[src/shared/pcipm_pkg.sv]
package pcipm_pkg;

  localparam int ADDR_W = 8;
  localparam int DATA_W = 16;

  // Register offsets on the configuration port
  localparam logic [ADDR_W-1:0] OFS_CAP       = 8'ha2;
  localparam logic [ADDR_W-1:0] OFS_CSR       = 8'ha4;
  localparam logic [ADDR_W-1:0] OFS_IRQ_STAT  = 8'hc0;
  localparam logic [ADDR_W-1:0] OFS_IRQ_MASK  = 8'hc2;

  // Capabilities word layout
  localparam int CAP_COLD_WAKE = 15;
  localparam int CAP_AUX       = 4;
  localparam int CAP_BUSCLK    = 3;
  localparam logic [DATA_W-1:0] CAP_FIXED = 16'h7e02;
  localparam logic [DATA_W-1:0] CAP_RSVD  = 16'h01e0;
  localparam logic [2:0]        CAP_VERSION = 3'h2;
  localparam logic aux_supply_needed    = 1'h1;
  localparam logic wake_needs_bus_clock = 1'h0;
  localparam logic COLD_WAKE_RESET      = 1'h1;

  // Control/status word layout
  localparam int CSR_WSTAT = 15;
  localparam int CSR_WEN   = 8;
  localparam logic [DATA_W-1:0] CSR_ZERO_HI = 16'h7e00;
  localparam logic [DATA_W-1:0] CSR_ZERO_LO = 16'h00fc;

  typedef enum logic [1:0] {PS_D0, PS_D1, PS_D2, PS_D3HOT} pcipm_pstate_t;

  // Interrupt status/mask layout
  localparam int IRQ_WAKE  = 0;
  localparam int IRQ_PSCHG = 1;
  localparam int IRQ_FRST  = 2;
  localparam int IRQ_LINE  = 3;
  localparam int IRQ_W     = 4;

  // Pin synchroniser lanes, all idle high
  localparam int SYN_GLOBAL_RESET_IN = 0;
  localparam int SYN_BRST = 1;
  localparam int SYN_LINE = 2;
  localparam int SYN_W    = 3;
  localparam logic [SYN_W-1:0] SYN_IDLE = 3'h7;

endpackage

[src/shared/pcipm_sync_if.sv]
`timescale 1ns/100ps
interface pcipm_sync_if;
  import pcipm_pkg::*;
  logic [SYN_W-1:0] raw;
  logic [SYN_W-1:0] clean;
  modport owner  (output raw, input clean);
  modport filter (input raw, output clean);
endinterface

[src/hw/pcipm_regs.sv]
// Summary of operation
// RULE1: Capability bit 9 reads one, light sleep state supported.
// RULE2: Capability bits 8 to 6 always read zero.
// RULE3: Capability bit 5 reads zero, no special initialisation.
// RULE4: Aux supply bit reads one only while cold wake bit is set.
// RULE5: Bus clock bit reads zero, wake needs no bus clock.
// RULE6: Capability bits 2 to 0 read 010.
// RULE7: Wake context cleared by global reset; bus reset too when wake disabled.
// RULE8: Control/status word survives the internal reset on leaving D3hot.
// RULE9: Leaving D3hot pulses function reset; context bits kept while wake enabled.
// RULE10: Wake status sets on every wake event, whatever the enable. Code drops an event that meets ctx_clear in the same cycle.
// RULE11: Writing one clears wake status and releases the wake pin.
// RULE12: Report scale and report select fields always read zero.
// RULE13: Wake pin never driven while wake enable bit is clear.
// RULE14: Wake enable ignores bus reset, cleared only by global reset.
// RULE15: Control/status bits 7 to 2 always read zero.
// RULE16: Power state field reads current state, write moves the function.
// RULE17: Power state encoding 00 D0, 01 D1, 10 D2, 11 D3hot.
// RULE18: Cold wake capability bit is writable, defaults to one.
// RULE19: Writes to fixed fields are ignored.
`timescale 1ns/100ps
module pcipm_regs (
  input  wire logic                          mclk,
  input  wire logic                          srst,
  input  wire logic [pcipm_pkg::ADDR_W-1:0]  addr,
  input  wire logic [pcipm_pkg::DATA_W-1:0]  wdata,
  input  wire logic                          wr_stb,
  input  wire logic                          rd_stb,
  output logic      [pcipm_pkg::DATA_W-1:0]  rdata,
  input  wire logic                          global_reset_in_n,
  input  wire logic                          bus_reset_in_n,
  input  wire logic                          wake_event_in,
  input  wire logic                          wake_pin_i,
  output logic                               wake_pin_o,
  output logic                               wake_pin_oe,
  output pcipm_pkg::pcipm_pstate_t           power_state,
  output logic                               func_reset,
  output logic                               irq
);
  import pcipm_pkg::*;

  pcipm_sync_if sif ();

  logic                  cold_wake_ff;
  logic                  wake_status_ff;
  logic                  wake_enable_bit_ff;
  pcipm_pstate_t         power_state_ff;
  logic                  wake_drive_ff;
  logic                  func_reset_ff;
  logic                  line_prev_ff;
  logic [IRQ_W-1:0]      irq_stat_ff;
  logic [IRQ_W-1:0]      irq_mask_ff;
  logic [DATA_W-1:0]     rdata_ff;

  logic                  nxt_cold_wake;
  logic                  nxt_wake_status;
  logic                  nxt_wake_enable;
  pcipm_pstate_t         nxt_power_state;
  logic [IRQ_W-1:0]      nxt_irq_stat;
  logic [IRQ_W-1:0]      nxt_irq_mask;
  logic [DATA_W-1:0]     nxt_rdata;

  logic [DATA_W-1:0]     cap_value;
  logic [DATA_W-1:0]     csr_value;

  wire                   sel_cap   = (addr == OFS_CAP);
  wire                   sel_csr   = (addr == OFS_CSR);
  wire                   sel_istat = (addr == OFS_IRQ_STAT);
  wire                   sel_imask = (addr == OFS_IRQ_MASK);
  wire                   wr_cap    = wr_stb & sel_cap;
  wire                   wr_csr    = wr_stb & sel_csr;
  wire                   wr_istat  = wr_stb & sel_istat;
  wire                   wr_imask  = wr_stb & sel_imask;

  wire                   global_reset_in_act  = ~sif.clean[SYN_GLOBAL_RESET_IN];
  wire                   brst_act  = ~sif.clean[SYN_BRST];
  wire                   line_low  = ~sif.clean[SYN_LINE];
  wire                   any_rst   = global_reset_in_act | brst_act;
  // Context bits: bus reset only counts while wake is disabled
  wire                   ctx_clear = global_reset_in_act | (brst_act & ~wake_enable_bit_ff); // [RULE7]

  pcipm_pstate_t         ps_wr_val;
  assign ps_wr_val = pcipm_pstate_t'(wdata[1:0]);                 // [RULE17]
  wire                   ps_write  = wr_csr & ~any_rst;
  // Internal reset only on the D3hot to D0 step
  wire                   d3_exit   = ps_write & (power_state_ff == PS_D3HOT) & (ps_wr_val == PS_D0);
  wire                   ps_change = ps_write & (ps_wr_val != power_state_ff);
  wire                   line_fall = line_low & ~line_prev_ff;
  wire                   wake_clr  = wr_csr & wdata[CSR_WSTAT];

  wire [IRQ_W-1:0]       irq_event;
  assign irq_event[IRQ_WAKE]  = wake_event_in;
  assign irq_event[IRQ_PSCHG] = ps_change;
  assign irq_event[IRQ_FRST]  = d3_exit;
  assign irq_event[IRQ_LINE]  = line_fall;

  assign sif.raw[SYN_GLOBAL_RESET_IN] = global_reset_in_n;
  assign sif.raw[SYN_BRST] = bus_reset_in_n;
  assign sif.raw[SYN_LINE] = wake_pin_i;

  pcipm_sync u_sync (
    .mclk (mclk),
    .srst (srst),
    .sif  (sif.filter)
  );

  // Capabilities word; fixed fields come from constants, so writes cannot touch them
  always_comb begin
    cap_value              = CAP_FIXED;                          // [RULE1] [RULE2] [RULE3] [RULE19]
    cap_value[2:0]         = CAP_VERSION;                        // [RULE6]
    cap_value[CAP_COLD_WAKE] = cold_wake_ff;                     // [RULE18]
    cap_value[CAP_AUX]     = aux_supply_needed & cold_wake_ff;   // [RULE4]
    cap_value[CAP_BUSCLK]  = wake_needs_bus_clock;               // [RULE5]
  end

  always_comb begin
    csr_value            = '0;                                   // [RULE12] [RULE15] [RULE19]
    csr_value[CSR_WSTAT] = wake_status_ff;
    csr_value[CSR_WEN]   = wake_enable_bit_ff;
    csr_value[1:0]       = power_state_ff;                       // [RULE16]
  end

  assign nxt_rdata = !rd_stb   ? '0 :
                     sel_cap   ? cap_value :
                     sel_csr   ? csr_value :
                     sel_istat ? DATA_W'(irq_stat_ff) :
                     sel_imask ? DATA_W'(irq_mask_ff) :
                     '0;

  // Cold wake bit is a context bit: kept across D3hot exit while enabled
  assign nxt_cold_wake = (ctx_clear | (d3_exit & ~wake_enable_bit_ff)) ? COLD_WAKE_RESET : // [RULE7] [RULE9]
                         wr_cap ? wdata[CAP_COLD_WAKE] :                                   // [RULE18]
                         cold_wake_ff;

  // Event wins over a write-one clear in the same cycle; ctx_clear wins over both
  assign nxt_wake_status = ctx_clear     ? 1'b0 :                // [RULE7]
                           wake_event_in ? 1'b1 :                // [RULE10]
                           wake_clr      ? 1'b0 :                // [RULE11]
                           wake_status_ff;

  assign nxt_wake_enable = global_reset_in_act ? 1'b0 :                     // [RULE14]
                           wr_csr   ? wdata[CSR_WEN] :
                           wake_enable_bit_ff;

  // Internal reset leaves this field alone; only the written value lands
  assign nxt_power_state = any_rst  ? PS_D0 :
                           ps_write ? ps_wr_val :                // [RULE16] [RULE8]
                           power_state_ff;

  for (genvar g = 0; g < IRQ_W; g++) begin : g_irq
    assign nxt_irq_stat[g] = irq_event[g] | (irq_stat_ff[g] & ~(wr_istat & wdata[g]));
  end

  assign nxt_irq_mask = wr_imask ? wdata[IRQ_W-1:0] : irq_mask_ff;

  always_ff @(posedge mclk) begin
    if (srst) begin
      cold_wake_ff       <= COLD_WAKE_RESET;
      wake_status_ff     <= 1'b0;
      wake_enable_bit_ff <= 1'b0;
      power_state_ff     <= PS_D0;
      wake_drive_ff      <= 1'b0;
    end else begin
      cold_wake_ff       <= nxt_cold_wake;
      wake_status_ff     <= nxt_wake_status;
      wake_enable_bit_ff <= nxt_wake_enable;
      power_state_ff     <= nxt_power_state;
      wake_drive_ff      <= nxt_wake_status & nxt_wake_enable;  // [RULE13] [RULE11]
    end
  end

  always_ff @(posedge mclk) begin
    if (srst) begin
      func_reset_ff <= 1'b0;
      line_prev_ff  <= 1'b0;
      rdata_ff      <= '0;
    end else begin
      func_reset_ff <= d3_exit;                                  // [RULE9]
      line_prev_ff  <= line_low;
      rdata_ff      <= nxt_rdata;
    end
  end

  // Software interrupt registers sit outside the function reset domain
  always_ff @(posedge mclk) begin
    if (srst || global_reset_in_act) begin
      irq_stat_ff <= '0;
      irq_mask_ff <= '0;
    end else begin
      irq_stat_ff <= nxt_irq_stat;
      irq_mask_ff <= nxt_irq_mask;
    end
  end

  assign rdata       = rdata_ff;
  assign wake_pin_o  = 1'b0;
  assign wake_pin_oe = wake_drive_ff;
  assign power_state = power_state_ff;
  assign func_reset  = func_reset_ff;
  assign irq         = |(irq_stat_ff & irq_mask_ff);
endmodule

[src/hw/pcipm_sync.sv]
`timescale 1ns/100ps
module pcipm_sync (
  input wire logic  mclk,
  input wire logic  srst,
  pcipm_sync_if.filter sif
);
  import pcipm_pkg::*;

  logic [SYN_W-1:0] s1_ff;
  logic [SYN_W-1:0] s2_ff;
  logic [SYN_W-1:0] s3_ff;
  logic [SYN_W-1:0] clean_ff;

  // A lane changes only once stages two and three agree
  for (genvar g = 0; g < SYN_W; g++) begin : g_lane
    always_ff @(posedge mclk) begin
      if (srst) begin
        s1_ff[g]    <= SYN_IDLE[g];
        s2_ff[g]    <= SYN_IDLE[g];
        s3_ff[g]    <= SYN_IDLE[g];
        clean_ff[g] <= SYN_IDLE[g];
      end else begin
        s1_ff[g] <= sif.raw[g];
        s2_ff[g] <= s1_ff[g];
        s3_ff[g] <= s2_ff[g];
        if (s2_ff[g] == s3_ff[g]) begin
          clean_ff[g] <= s3_ff[g];
        end
      end
    end
  end

  assign sif.clean = clean_ff;

endmodule

[config.mk]
export PLATFORM = sky130hd
export DESIGN_NAME = pcipm_regs
export DESIGN_NICKNAME = d
export VERILOG_FILES = /design/src/shared/pcipm_pkg.sv /design/src/shared/pcipm_sync_if.sv /design/src/hw/pcipm_regs.sv /design/src/hw/pcipm_sync.sv
export SDC_FILE = /design/constraint.sdc
export NUM_CORES = 1
export LEC_CHECK = 0
export BUFFER_PORTS_ARGS = -buffer_cell sky130_fd_sc_hd__buf_2
export CAP_MARGIN = 20
export CORE_ASPECT_RATIO = 0.5
export CORE_UTILIZATION = 51
export DETAILED_ROUTE_END_ITERATION = 7
export PLACE_DENSITY = 0.79
export SLEW_MARGIN = 25
export SYNTH_ARGS = -nofsm -noshare
export SYNTH_HDL_FRONTEND = slang
export SYNTH_SLANG_ARGS = --single-unit
[constraint.sdc]
create_clock -name mclk -period 2.1 [get_ports mclk]
set_input_delay 0.105 -clock mclk [delete_from_list [all_inputs] [get_ports mclk]]
set_output_delay 0.105 -clock mclk [all_outputs]
set_load 0.02 [all_outputs]
# After elaboration in Yosys (flattened, before gate mapping)
# Cells that the tools add are included.
dict set report op_classes {
  bitwise 40
  mux 9
  order_cmp 0
  shifts 0
  reduce_logical 9
  eq_ne 9
  addsub 0
  div 0
  mul 0
}
# operator n
set op_table {}
lappend op_table {{== test 8 bit (second input constant)} 4}
lappend op_table {{2-to-1 mux 16 bit} 2}
lappend op_table {{bitwise AND 1 bit} 21}
lappend op_table {{NOT 1 bit} 11}
lappend op_table {{2-to-1 mux 4 bit} 2}
lappend op_table {{OR reduction 4 bit} 2}
lappend op_table {{bitwise OR 1 bit} 7}
lappend op_table {{OR reduction 2 bit} 3}
lappend op_table {{2-to-1 mux 1 bit} 5}
lappend op_table {{OR reduction 5 bit} 1}
lappend op_table {{bitwise AND 4 bit} 1}
lappend op_table {{== test 1 bit} 3}
lappend op_table {{OR reduction 3 bit} 1}
lappend op_table {{== test 2 bit (second input constant)} 1}
lappend op_table {{logical NOT 2 bit} 1}
lappend op_table {{inequality test 2 bit} 1}
lappend op_table {{logical OR 1 bit} 1}
dict set report totals {
  word_cells 92
  mem_bits_ro 0
  reg_bits 44
  latch_bits 0
  ram_bits 0
  in_bits 32
  n_memories 0
  output_inout_bits 22
}

# Depth between registers and ports, before layout
# Gate-level depths: netlist of run 1.
dict set report depth {
  depth_word 9
  depth_mapped 5
  mapped_depth_nobuf 4
}

# By module
# Synthesis of run 1 repeated with hierarchy kept, for this count alone.
dict set report hier_totals {
  hier_cells 145
  area_unflattened_um2 1466.4
}
# module instances cells_each area_per_inst_um2
set modules_own_cells {}
lappend modules_own_cells {pcipm_regs 1 114 1109.8}
lappend modules_own_cells {pcipm_sync 1 31 356.6}

# Worst setup path before layout of run 1
# Ideal clock, no wire load.
dict set report synth_timing {
  path_kind {in2reg}
  from {in addr[0] (netlist name)}
  to {reg cold_wake_ff}
  setup_ns 0.127
  stages 4
  arrival_time_ns 1.220
  required_ns 1.973
  n_path_buf 0
  slack_ns 0.753
  path_cell_list {nor4b_4 > nand3_2 > mux2_1 > or3_1}
}
dict set report synth_via {
  elab_chain_cells 8
  word_cells_on_any_way 10
  cone_classes {eq/ne: 2; bitwise: 7; reduce/logical: 1}
}
# item line_no
set synth_rtl {}
lappend synth_rtl {{start, declared} pcipm_regs.sv:25} ;# input wire logic [pcipm_pkg::ADDR_W-1:0] addr,
lappend synth_rtl {{== test 8 bit} pcipm_regs.sv:67} ;# wire sel_csr = (addr == OFS_CSR);
lappend synth_rtl {{bitwise AND 1 bit} pcipm_regs.sv:71} ;# wire wr_csr = wr_stb & sel_csr;
lappend synth_rtl {{bitwise AND 1 bit} pcipm_regs.sv:84} ;# wire ps_write = wr_csr & ~any_rst;
lappend synth_rtl {{bitwise AND 1 bit (2 in series)} pcipm_regs.sv:86} ;# wire d3_exit = ps_write & (power_state_ff == PS_D3HOT) & (ps_wr_val == PS_D0);
lappend synth_rtl {{bitwise AND 1 bit} pcipm_regs.sv:131} ;# assign nxt_cold_wake = (ctx_clear | (d3_exit & ~wake_enable_bit_ff)) ? COLD_WAKE_RESET :
lappend synth_rtl {{bitwise OR 1 bit} pcipm_regs.sv:131}
lappend synth_rtl {{OR reduction 2 bit (no source line)} --}
lappend synth_rtl {{end signal, assigned} pcipm_regs.sv:164} ;# cold_wake_ff <= nxt_cold_wake;
lappend synth_rtl {{end, declared} pcipm_regs.sv:44} ;# logic cold_wake_ff;
# Several ways; a longest one is shown, not always the timed one.
# A chain may end at the register's enable or synchronous reset.

# Final worst setup path of run 1
dict set report layout_timing {
  from {reg power_state_ff[1], in the netlist power_state[1]}
  to {reg cold_wake_ff}
}
dict set report layout_via {
  elab_chain_cells 6
}
# item line_no
set layout_rtl {}
lappend layout_rtl {{start, declared} pcipm_regs.sv:47} ;# pcipm_pstate_t power_state_ff;
lappend layout_rtl {{start signal, assigned} pcipm_regs.sv:167} ;# power_state_ff <= nxt_power_state;
lappend layout_rtl {{== test 2 bit} pcipm_regs.sv:86}
lappend layout_rtl {{bitwise AND 1 bit (2 in series)} pcipm_regs.sv:86}
lappend layout_rtl {{bitwise AND 1 bit} pcipm_regs.sv:131}
lappend layout_rtl {{bitwise OR 1 bit} pcipm_regs.sv:131}
lappend layout_rtl {{OR reduction 2 bit (no source line)} --}
# No other way between the ends.

==> flow_summary.json, run 1 <==
{
  "clkTransAtPathRegs_ps": 60,
  "dr.pass1.iters": 4,
  "grt_util_all_layers_pct": 19.8,
  "drtIter0Drc": 57,
  "grt_max_degree": 19,
  "fin_area_mm2": 0.00178,
  "worstHoldEndpoint": "irq_stat_ff[0]",
  "synth_common_cells": "36 x dfxtp_1, 19 x nor2_1, 11 x a21oi_1",
  "r2r_end": "cold_wake_ff",
  "drive_above_1_share_pct": 33.8,
  "ys_types": 36,
  "syn_inst": 153,
  "hp-start": "wake_event_in",
  "synth_edf_count": 0,
  "cts_buffers": 5,
  "hold_depth": 3,
  "finalSetupViolCount": 0,
  "cp.required_ps": 2330,
  "htree_num_levels": 2,
  "yosys.area_share.simple_pct": 27.2,
  "wl_um": 2820,
  "globalplace.congestion": 0.791,
  "hold_viol_final": 0,
  "yosysTopAreaCell": "dfxtp_1",
  "ctsRootBufferMaster": "clkbuf_8",
  "post_synth.cell_area_avg_um2": 9.57,
  "synth.most_common_cell": "dfxtp_1",
  "cts_sinks": 36,
  "rsz0062_at_grt": "false",
  "path_class": "flop to flop",
  "drv_slew": 0,
  "grt_pass1_vias": 973,
  "clk-insertion-delay-late_ps": 290,
  "antenna_found_initial": 0,
  "io_pins": 54,
  "initial_core_util_pct": 55.2,
  "tns_ps": 0,
  "cap_viol_max_count": 0,
  "via_count": 1191,
  "synth_compound_area_share_pct": 11.5,
  "synth_fa_ha_area_share_pct": 0,
  "post-cts-setup-buffer-count": 0,
  "place_area_mm2": 0.00166,
  "netlist_area_mm2": 0.00146,
  "fp-row-count": 13,
  "diodes": 0,
  "yosysWarnings": 0,
  "vias_per_cell": 5.13,
  "hold_path.class": "input pin to flop",
  "status": "complete, no violations",
  "grt_remaining_overflow": 0,
  "crit_path_cell_trace": "nor4bb_1, nand4_1, a21oi_1, or3_1",
  "crit_path_start_kind": "flop",
  "leakagePower_nw": 0.807,
  "numPortBuffers": 39,
  "die_x_um": 77.8,
  "vdd_drop_max_mv": 0.413,
  "ff2ff_setup_slack_ps": 750,
  "nNetsFinal": 227,
  "period_share_pct": 64.3,
  "p_per_area_mw_per_mm2": 729,
  "ys_seq_area_share_pct": 49.2,
  "timing.rr.start": "power_state[1]",
  "dp_hpwl_um": 2040,
  "slowest_stage": "dfxtp_1",
  "path_max_fanout": 5,
  "drc": 0,
  "die_y_um": 39.9,
  "synth_top_area_share_pct": 49.2,
  "max_stage_delay_ps": 450,
  "arrival_ps": 1580,
  "synth_top_family_by_area": "simple AND/OR/NAND/NOR gates",
  "fp.dieArea_mm2": 0.00310,
  "core-area_mm2": 0.00265,
  "muxShareOfSynthArea_pct": 4.87,
  "async_flop_share_pct": 0,
  "max_freq_mhz": 741,
  "ant_nets": 0,
  "grt_pass1_wl_um": 4250,
  "synthTopCellsByArea": "dfxtp_1 49%, nor2_1 4.9%, buf_4 4.6%, mux2i_1 4.1%, or2_2 3.8%",
  "skew_ps": 4.56,
  "syn2layout_area_growth_pct": 21.7,
  "synth-main-ff-cell": "dfxtp_1",
  "synth-xor-area-share_pct": 1.20,
  "period_needed_ps": 1350,
  "clock_tree.buffer_depth": 2,
  "cts_tree": "built",
  "reg2regPathDepth": 4,
  "crit_path_end_kind": "flop",
  "ys_seq_elements": 36,
  "wl_per_cell_um": 12.2
}
-- cell usage in the layout (no fill, tap or decap), types with 2 or more instances in the layout --
cell type	netlist	routed
a222oi_1	2	2
nand4_1	5	5
nand2b_1	2	2
or2_2	9	9
a22oi_1	5	5
nand2_1	10	10
nor3_1	2	2
clkbuf_8	0	7
xnor2_1	2	2
buf_4	9	3
o21ai_0	3	3
o21bai_1	3	3
buf_2	0	39
mux2i_1	6	6
nor2b_1	3	3
a21oi_1	11	11
dlygate4sd3_1	0	3
conb_1	1	4
and3_1	3	3
nand3_1	3	3
dfxtp_1	36	36
nor2_1	19	19
-- critical path: cells and delay by family (launching register included) --
family,cells,cell delay [ps]
compound gates,1,200
simple gates,3,660
flops,1,450
-- routing by layer --
| metal | part of all wire (%) | track usage [%] | routed length (um) | up-vias |
|---|---|---|---|---|
| met5 | 0 | 0 | 0 | - |
| met4 | 2.1 | 13.7 | 58 | 0 |
| met3 | 8.2 | 7.21 | 230 | 10 |
| met2 | 44 | 31.2 | 1240 | 46 |
| met1 | 46 | 23.3 | 1290 | 528 |
| li1 | - | - | - | 607 |
-- final cells by class --
class	count	area, um2
sequential	36	721
fill	213	870
tap	37	46.3
clock buffer	7	96.3
multi-input combinational	107	671
timing repair buffer	45	248
-- registers in the layout (all words and copies together), names as in the netlist, 2 cells and up --
name,count
irq_mask_ff,4
irq_stat_ff,4
power_state,2
rdata,8
u_sync.s1_ff,3
u_sync.s2_ff,3
u_sync.s3_ff,3
u_sync.sif.clean,3
-- where the power goes --
| group | total, W | leakage, nW | internal, W | switching [W] |
|---|---|---|---|---|
| logic | 0.0000834 | 0.464 | 0.0000384 | 0.0000449 |
| clock network | 0.000517 | 0.0503 | 0.000292 | 0.000225 |
| registers | 0.000698 | 0.293 | 0.000693 | 0.00000513 |
-- per-stage QoR --
stage / util, % / setup slack (ps) / std cells / hold WS [ps] / power [W]
3_5_place_dp: 62.4 / 612 / 222 / 292 / 0.000792
3_3_place_gp: 62.4 / 624 / 222 / 287 / 0.000790
4_1_cts: 67.2 / 772 / 232 / 60.9 / 0.00131
5_1_grt: 67.2 / 623 / 232 / 86.0 / 0.00134
6_report: 67.2 / 750 / 232 / 62.7 / 0.00130
2_1_floorplan: - / 753 / 156 / 209 / 0.000761
-- worst max-delay path by stage --
| stage | start | to | slack (ps) | cells past startpoint |
|---|---|---|---|---|
| detailed placement | addr[6] | cold_wake_ff | 610 | 5 |
| global route | power_state[1] | cold_wake_ff | 620 | 4 |
| floorplan | addr[0] | cold_wake_ff | 750 | 4 |
| CTS | power_state[1] | cold_wake_ff | 770 | 4 |
| finish | power_state[1] | cold_wake_ff | 750 | 4 |
| global placement | addr[6] | cold_wake_ff | 620 | 5 |
-- logic make-up after synthesis --
| group | count (synthesis) |
|---|---|
| DFF | 36 |
| buffers and inverters | 13 |
| and+or+nand+nor | 68 |
| muxes | 7 |
| AOI/OAI and AO/OA | 26 |
| xor gates and xnor gates | 2 |
| other | 1 |
-- timing repair --
| item | 4_1_cts | 5_1_grt |
|---|---|---|
| hold endpoints to repair | 3 | 0 |
| hold buffers | 3 | 0 |
| gates resized for setup | 0 | 0 |
No activity file was read; power rests on OpenSTA's default activity.
==> run 2: changes to the inputs <==
ABC_AREA = 1   (was not set)
CORE_UTILIZATION = 49   (was 51)
PLACE_DENSITY = 0.75   (was 0.79)
clock period = 1.3 ns   (was 2.1 ns; I/O delays follow)
==> flow_summary.json, run 2 <==
{
  "worstHoldEndpoint": "irq_stat_ff[0]",
  "syn2layout_area_growth_pct": 20.9,
  "cts_buffers": 5,
  "timing.rr.start": "power_state[0]",
  "drtIter0Drc": 77,
  "tns_ps": 0,
  "grt_pass1_wl_um": 4690,
  "globalplace.congestion": 0.816,
  "synth_edf_count": 0,
  "multi_input_area_um2": 681,
  "antenna_found_initial": 0,
  "status": "complete, no violations",
  "p_seq_share_pct": 50.5,
  "skew_ps": 5.58,
  "path_buf_inv": 1,
  "drc": 0,
  "htree_num_levels": 2,
  "dp_hpwl_um": 2230,
  "cts_sinks": 36,
  "ctsRootBufferMaster": "clkbuf_8",
  "arrival_ps": 1420,
  "yosysWarnings": 0,
  "nFillCells": 274,
  "ff2ff_setup_slack_ps": 110,
  "wl_per_cell_um": 10.6,
  "numPortBuffers": 39,
  "crit_path_end_kind": "flop",
  "synth-main-ff-cell": "dfxtp_1",
  "crit_path_cell_trace": "inv_1, or2_2, nor2_1, nand3_2, a21oi_2",
  "max_stage_delay_ps": 350,
  "hp-start": "wake_event_in",
  "power.internal_w": 0.00174,
  "diodes": 0,
  "dr.pass1.iters": 4,
  "crit_family": "simple AND/OR/NAND/NOR gates",
  "synth_common_cells": "40 x nand2_1, 36 x dfxtp_1, 19 x inv_1",
  "clk-insertion-delay-late_ps": 290,
  "cts-hold-fix-buffers": 3,
  "drive_above_1_share_pct": 32.5,
  "leakagePower_nw": 0.899,
  "netlist_area_mm2": 0.00156,
  "post_synth.cell_area_avg_um2": 7.79,
  "layout_commonest_cell": "nand2_1",
  "synthTopCellsByArea": "dfxtp_1 46%, nand2_1 9.6%, nand3_1 5.1%, inv_1 4.6%, a21oi_1 4.5%",
  "reg2regPathDepth": 5,
  "ys_types": 25,
  "die_y_um": 41.9,
  "core-area_mm2": 0.00301,
  "fp-row-count": 14,
  "path_class": "flop to flop",
  "period_needed_ps": 1190,
  "ys_seq_elements": 36,
  "syn_inst": 200,
  "p_per_area_mw_per_mm2": 1180,
  "hold_viol_final": 0,
  "fin_area_mm2": 0.00189,
  "cts_tree": "built",
  "post-cts-setup-buffer-count": 0,
  "p_switching_w": 0.000485,
  "max_freq_mhz": 842,
  "ant_nets": 0,
  "period_share_pct": 91.4,
  "drv_slew": 0,
  "synth.most_common_cell": "nand2_1",
  "hold_depth": 3,
  "path_max_fanout": 3,
  "ys_seq_area_share_pct": 46.2,
  "vias_per_cell": 4.73,
  "ctsResizeCount": 0,
  "crit_path_start_kind": "flop",
  "wl_um": 2990,
  "grt_remaining_overflow": 0,
  "grt_max_degree": 14,
  "slowest_stage": "dfxtp_1",
  "io_pins": 54,
  "finalSetupViolCount": 0,
  "yosysTopAreaCell": "dfxtp_1",
  "clkTransAtPathRegs_ps": 70,
  "synth_top_area_share_pct": 46.2,
  "swShare_pct": 21.8,
  "grt_pass1_vias": 1120,
  "final_cell_mix": "40 x nand2_1, 39 x buf_2, 36 x dfxtp_1, 19 x inv_1",
  "nNetsFinal": 274,
  "die_x_um": 81.8,
  "r2r_end": "irq_stat_ff[2]",
  "async_flop_share_pct": 0,
  "via_count": 1338,
  "fp.dieArea_mm2": 0.00342,
  "hold_path.class": "input pin to flop",
  "comb_power_share_pct": 6.4,
  "rsz0062_at_grt": "false",
  "ff_latch_area_um2": 721,
  "vdd_drop_max_mv": 0.888,
  "place_area_mm2": 0.00175,
  "initial_core_util_pct": 51.7,
  "clock_power_share_pct": 43.0,
  "cap_viol_max_count": 0,
  "largest_reg_flops": 8,
  "grt_util_all_layers_pct": 18.9,
  "clock_tree.buffer_depth": 2,
  "cp.required_ps": 1530
}
## run 2: cell types whose count changed after synthesis, moves of 4 or more
cell,change
nand3_1,+13
a22oi_1,-5
nand2_1,+30
nor2_4,+4
inv_1,+19
inv_2,+5
mux2i_1,-6
## run 2: kinds of logic after synthesis
family	share of synthesized area [%]
buf+inv	10.8
simple gates	34.8
fa+ha+maj	0.642
flops	46.2
other cells	0.241
compound gates	7.30
## run 2: power by group through the flow
stage               logic (W)  clock network (W)  registers [W]
finish               0.000143           0.000959        0.00113
global route         0.000158            0.00102        0.00113
CTS                  0.000144           0.000970        0.00113
detailed placement   0.000136                  0        0.00115
global placement     0.000133                  0        0.00115
floorplan           0.0000879                  0        0.00115
## run 2: how the worst max path moves through the flow
stage,cells past startpoint,end,start
floorplan,5,irq_stat_ff[2],power_state[0]
global placement,5,irq_stat_ff[2],power_state[0]
detailed placement,5,irq_stat_ff[2],power_state[0]
CTS,5,irq_stat_ff[2],power_state[0]
global route,5,irq_stat_ff[2],power_state[0]
finish,5,irq_stat_ff[2],power_state[0]
## run 2: through the flow
stage | util [%] | hold slack (ps) | total power [W] | worst slack (ps) | instances
2_1_floorplan | - | 169 | 0.00124 | 56.7 | 203
3_3_place_gp | 58.0 | 246 | 0.00128 | 159 | 272
3_5_place_dp | 58.0 | 250 | 0.00129 | 130 | 272
4_1_cts | 62.6 | 42.3 | 0.00224 | 114 | 283
5_1_grt | 62.6 | 55.5 | 0.00231 | 35.9 | 283
6_report | 62.6 | 42.9 | 0.00223 | 112 | 283
## run 2: area by class of cell
type / count / area share [%]
tap: 40 / 2.65
inverter: 25 / 4.98
sequential: 36 / 38.2
clock buffer: 6 / 3.85
timing repair buffer: 43 / 12.3
multi-input combinational: 131 / 36.1
clock inverter: 2 / 1.86
## run 2: tightest hold or removal path: stages
cell and delay (ps):
buf_2 90, inv_1 60, a21oi_1 60
## run 2: per-layer routing
layer / GRT usage, % / part of all wire, % / wire [um] / vias up
li1: - / - / - / 703
met1: 23.8 / 49 / 1470 / 593
met2: 29.1 / 44 / 1300 / 35
met3: 6.59 / 5.5 / 165 / 7
met4: 8.42 / 1.8 / 55 / 0
met5: 0 / 0 / 0 / -
==> run 3: changes to the inputs <==
SYNTH_HIERARCHICAL = 1   (was not set)
==> flow_summary.json, run 3 <==
{
  "status": "complete, no violations",
  "drv_slew": 0,
  "grt_max_degree": 16,
  "worstSetupEndpoint": "irq",
  "die_y_um": 42.3,
  "yosysWarnings": 6,
  "cts_buffers": 5,
  "fp.dieArea_mm2": 0.00350,
  "wl_per_cell_um": 9.84,
  "layout_commonest_cell": "nand2_1",
  "cts_sinks": 36,
  "async_flop_share_pct": 0,
  "multi_input_area_um2": 694,
  "globalplace.congestion": 0.775,
  "grt_util_all_layers_pct": 18.5,
  "diodes": 0,
  "synth_edf_count": 0,
  "rsz0062_at_grt": "false",
  "muxShareOfSynthArea_pct": 0,
  "period_share_pct": 79.3,
  "crit_start": "irq_stat_ff[0]",
  "crit_path_start_kind": "flop",
  "ctsRootBufferMaster": "clkbuf_8",
  "drc": 0,
  "wl_um": 2890,
  "tns_ps": 0,
  "ys_seq_area_share_pct": 45.2,
  "yosys.area_share.simple_pct": 38.3,
  "final_cell_mix": "56 x nand2_1, 39 x buf_2, 36 x dfxtp_1, 25 x inv_1, 21 x nor2_1",
  "fp-row-count": 14,
  "finalWorstSetupSlack_ps": 270,
  "p_per_area_mw_per_mm2": 1210,
  "crit_path_end_kind": "output pin",
  "grt_pass1_vias": 1154,
  "netlist_area_mm2": 0.00159,
  "cap_viol_max_count": 0,
  "initial_core_util_pct": 52.3,
  "vias_per_cell": 4.69,
  "clock_tree.buffer_depth": 2,
  "skew_ps": 2.06,
  "synth-main-ff-cell": "dfxtp_1",
  "io_pins": 54,
  "antenna_found_initial": 0,
  "worst_hold_slack_ps": 39.4,
  "drive_above_1_share_pct": 26.8,
  "nFillCells": 266,
  "ff2ff_setup_slack_ps": 310,
  "synth_top_family_by_area": "simple AND/OR/NAND/NOR gates",
  "ff_latch_area_um2": 721,
  "post_synth.cell_area_avg_um2": 7.55,
  "path_max_fanout": 3,
  "nNetsFinal": 285,
  "reg2regPathDepth": 4,
  "hold_path.class": "input pin to flop",
  "timing.rr.start": "u_sync/sif.clean[0]",
  "max_freq_mhz": 971,
  "synth-xor-area-share_pct": 0,
  "period_needed_ps": 1030,
  "drtIter0Drc": 65,
  "ys_seq_elements": 36,
  "r2r_end": "irq_stat_ff[2]",
  "synth_common_cells": "56 x nand2_1, 36 x dfxtp_1, 25 x inv_1",
  "path_class": "flop to output pin",
  "numPortBuffers": 39,
  "ctsResizeCount": 0,
  "cp.required_ps": 1240,
  "grt_pass1_wl_um": 4700,
  "synth_top_area_share_pct": 45.2,
  "die_x_um": 82.6,
  "synthTopCellsByArea": "dfxtp_1 45%, nand2_1 13%, inv_1 5.9%, nand3_1 5.0%, nor2_1 4.9%",
  "syn2layout_area_growth_pct": 21.1,
  "via_count": 1380,
  "dp_hpwl_um": 2190,
  "htree_num_levels": 2,
  "grt_remaining_overflow": 0,
  "total_power_w": 0.00233,
  "hold_viol_final": 0,
  "ys_types": 26,
  "synth_compound_area_share_pct": 4.32,
  "hp-start": "wdata[15]",
  "finalSetupViolCount": 0,
  "vdd_drop_max_mv": 0.668,
  "dr.pass1.iters": 4,
  "clk-insertion-delay-late_ps": 280,
  "fin_area_mm2": 0.00193,
  "synth_fa_ha_area_share_pct": 0,
  "clkTransAtPathRegs_ps": 70,
  "post-place-ws_ps": 193,
  "largest_reg_flops": 8,
  "synth.most_common_cell": "nand2_1",
  "yosysTopAreaCell": "dfxtp_1",
  "ant_nets": 0,
  "syn_inst": 211,
  "place_area_mm2": 0.00177,
  "core-area_mm2": 0.00305,
  "cts_tree": "built",
  "leakagePower_nw": 0.973,
  "arrival_ps": 970
}
-- run 3: kinds of logic (layout without fill, tap and decap cells) --
logic type,after synthesis,count (layout)
and+or+nand+nor,122,122
buffers and inverters,39,79
DFF,36,36
AOI/OAI and AO/OA,13,13
other,1,4
-- run 3: final cells by class --
| cell class | instances | area share (%) |
|---|---|---|
| Timing Repair Buffer | 43 | 12.1 |
| Clock inverter | 1 | 1.56 |
| Tap cell | 40 | 2.59 |
| Clock buffer | 7 | 4.99 |
| Sequential cell | 36 | 37.4 |
| Multi-Input combinational cell | 139 | 36.0 |
| Inverter | 28 | 5.45 |
-- run 3: worst min-delay path by stage --
| stage | to | slack (ps) | cells after the start |
|---|---|---|---|
| after floorplan | func_reset | 140 | 1 |
| after global placement | u_sync/s1_ff[1] | 240 | 2 |
| after detailed placement | u_sync/s1_ff[2] | 240 | 2 |
| after CTS | cold_wake_ff | 30 | 3 |
| after global routing | irq_stat_ff[0] | 50 | 3 |
| final | cold_wake_ff | 40 | 3 |
-- run 3: what timing repair did --
item | 4_1_cts | 5_1_grt
endpoints found under the setup margin | 0 | 0
endpoints found under the hold margin | 3 | 0
setup buffers | 0 | 0
hold buffers | 3 | 0
-- run 3: layer usage --
layer | track usage (%) | up-vias | part of all wire [%]
li1 | - | 716 | -
met1 | 21.6 | 612 | 44
met2 | 31.2 | 45 | 47
met3 | 5.87 | 7 | 7.4
met4 | 8.28 | 0 | 1.6
met5 | 0 | - | 0
-- run 3: through the flow --
step           instances  util, %
3_3_place_gp         283     58.2
6_report             294     63.3
3_5_place_dp         283     58.2
5_1_grt              294     63.3
4_1_cts              294     63.3
2_1_floorplan        214        -
-- run 3: critical path: stages (launching register included) --
cell	delay [ps]
dfxtp_1	370
nand2_1	70
nand4_1	80
buf_2	160
-- run 3: power by group --
part           switching [W]  internal [W]
clock network       0.000382      0.000676
registers         0.00000885       0.00112
logic              0.0000854     0.0000539
total               0.000476       0.00185
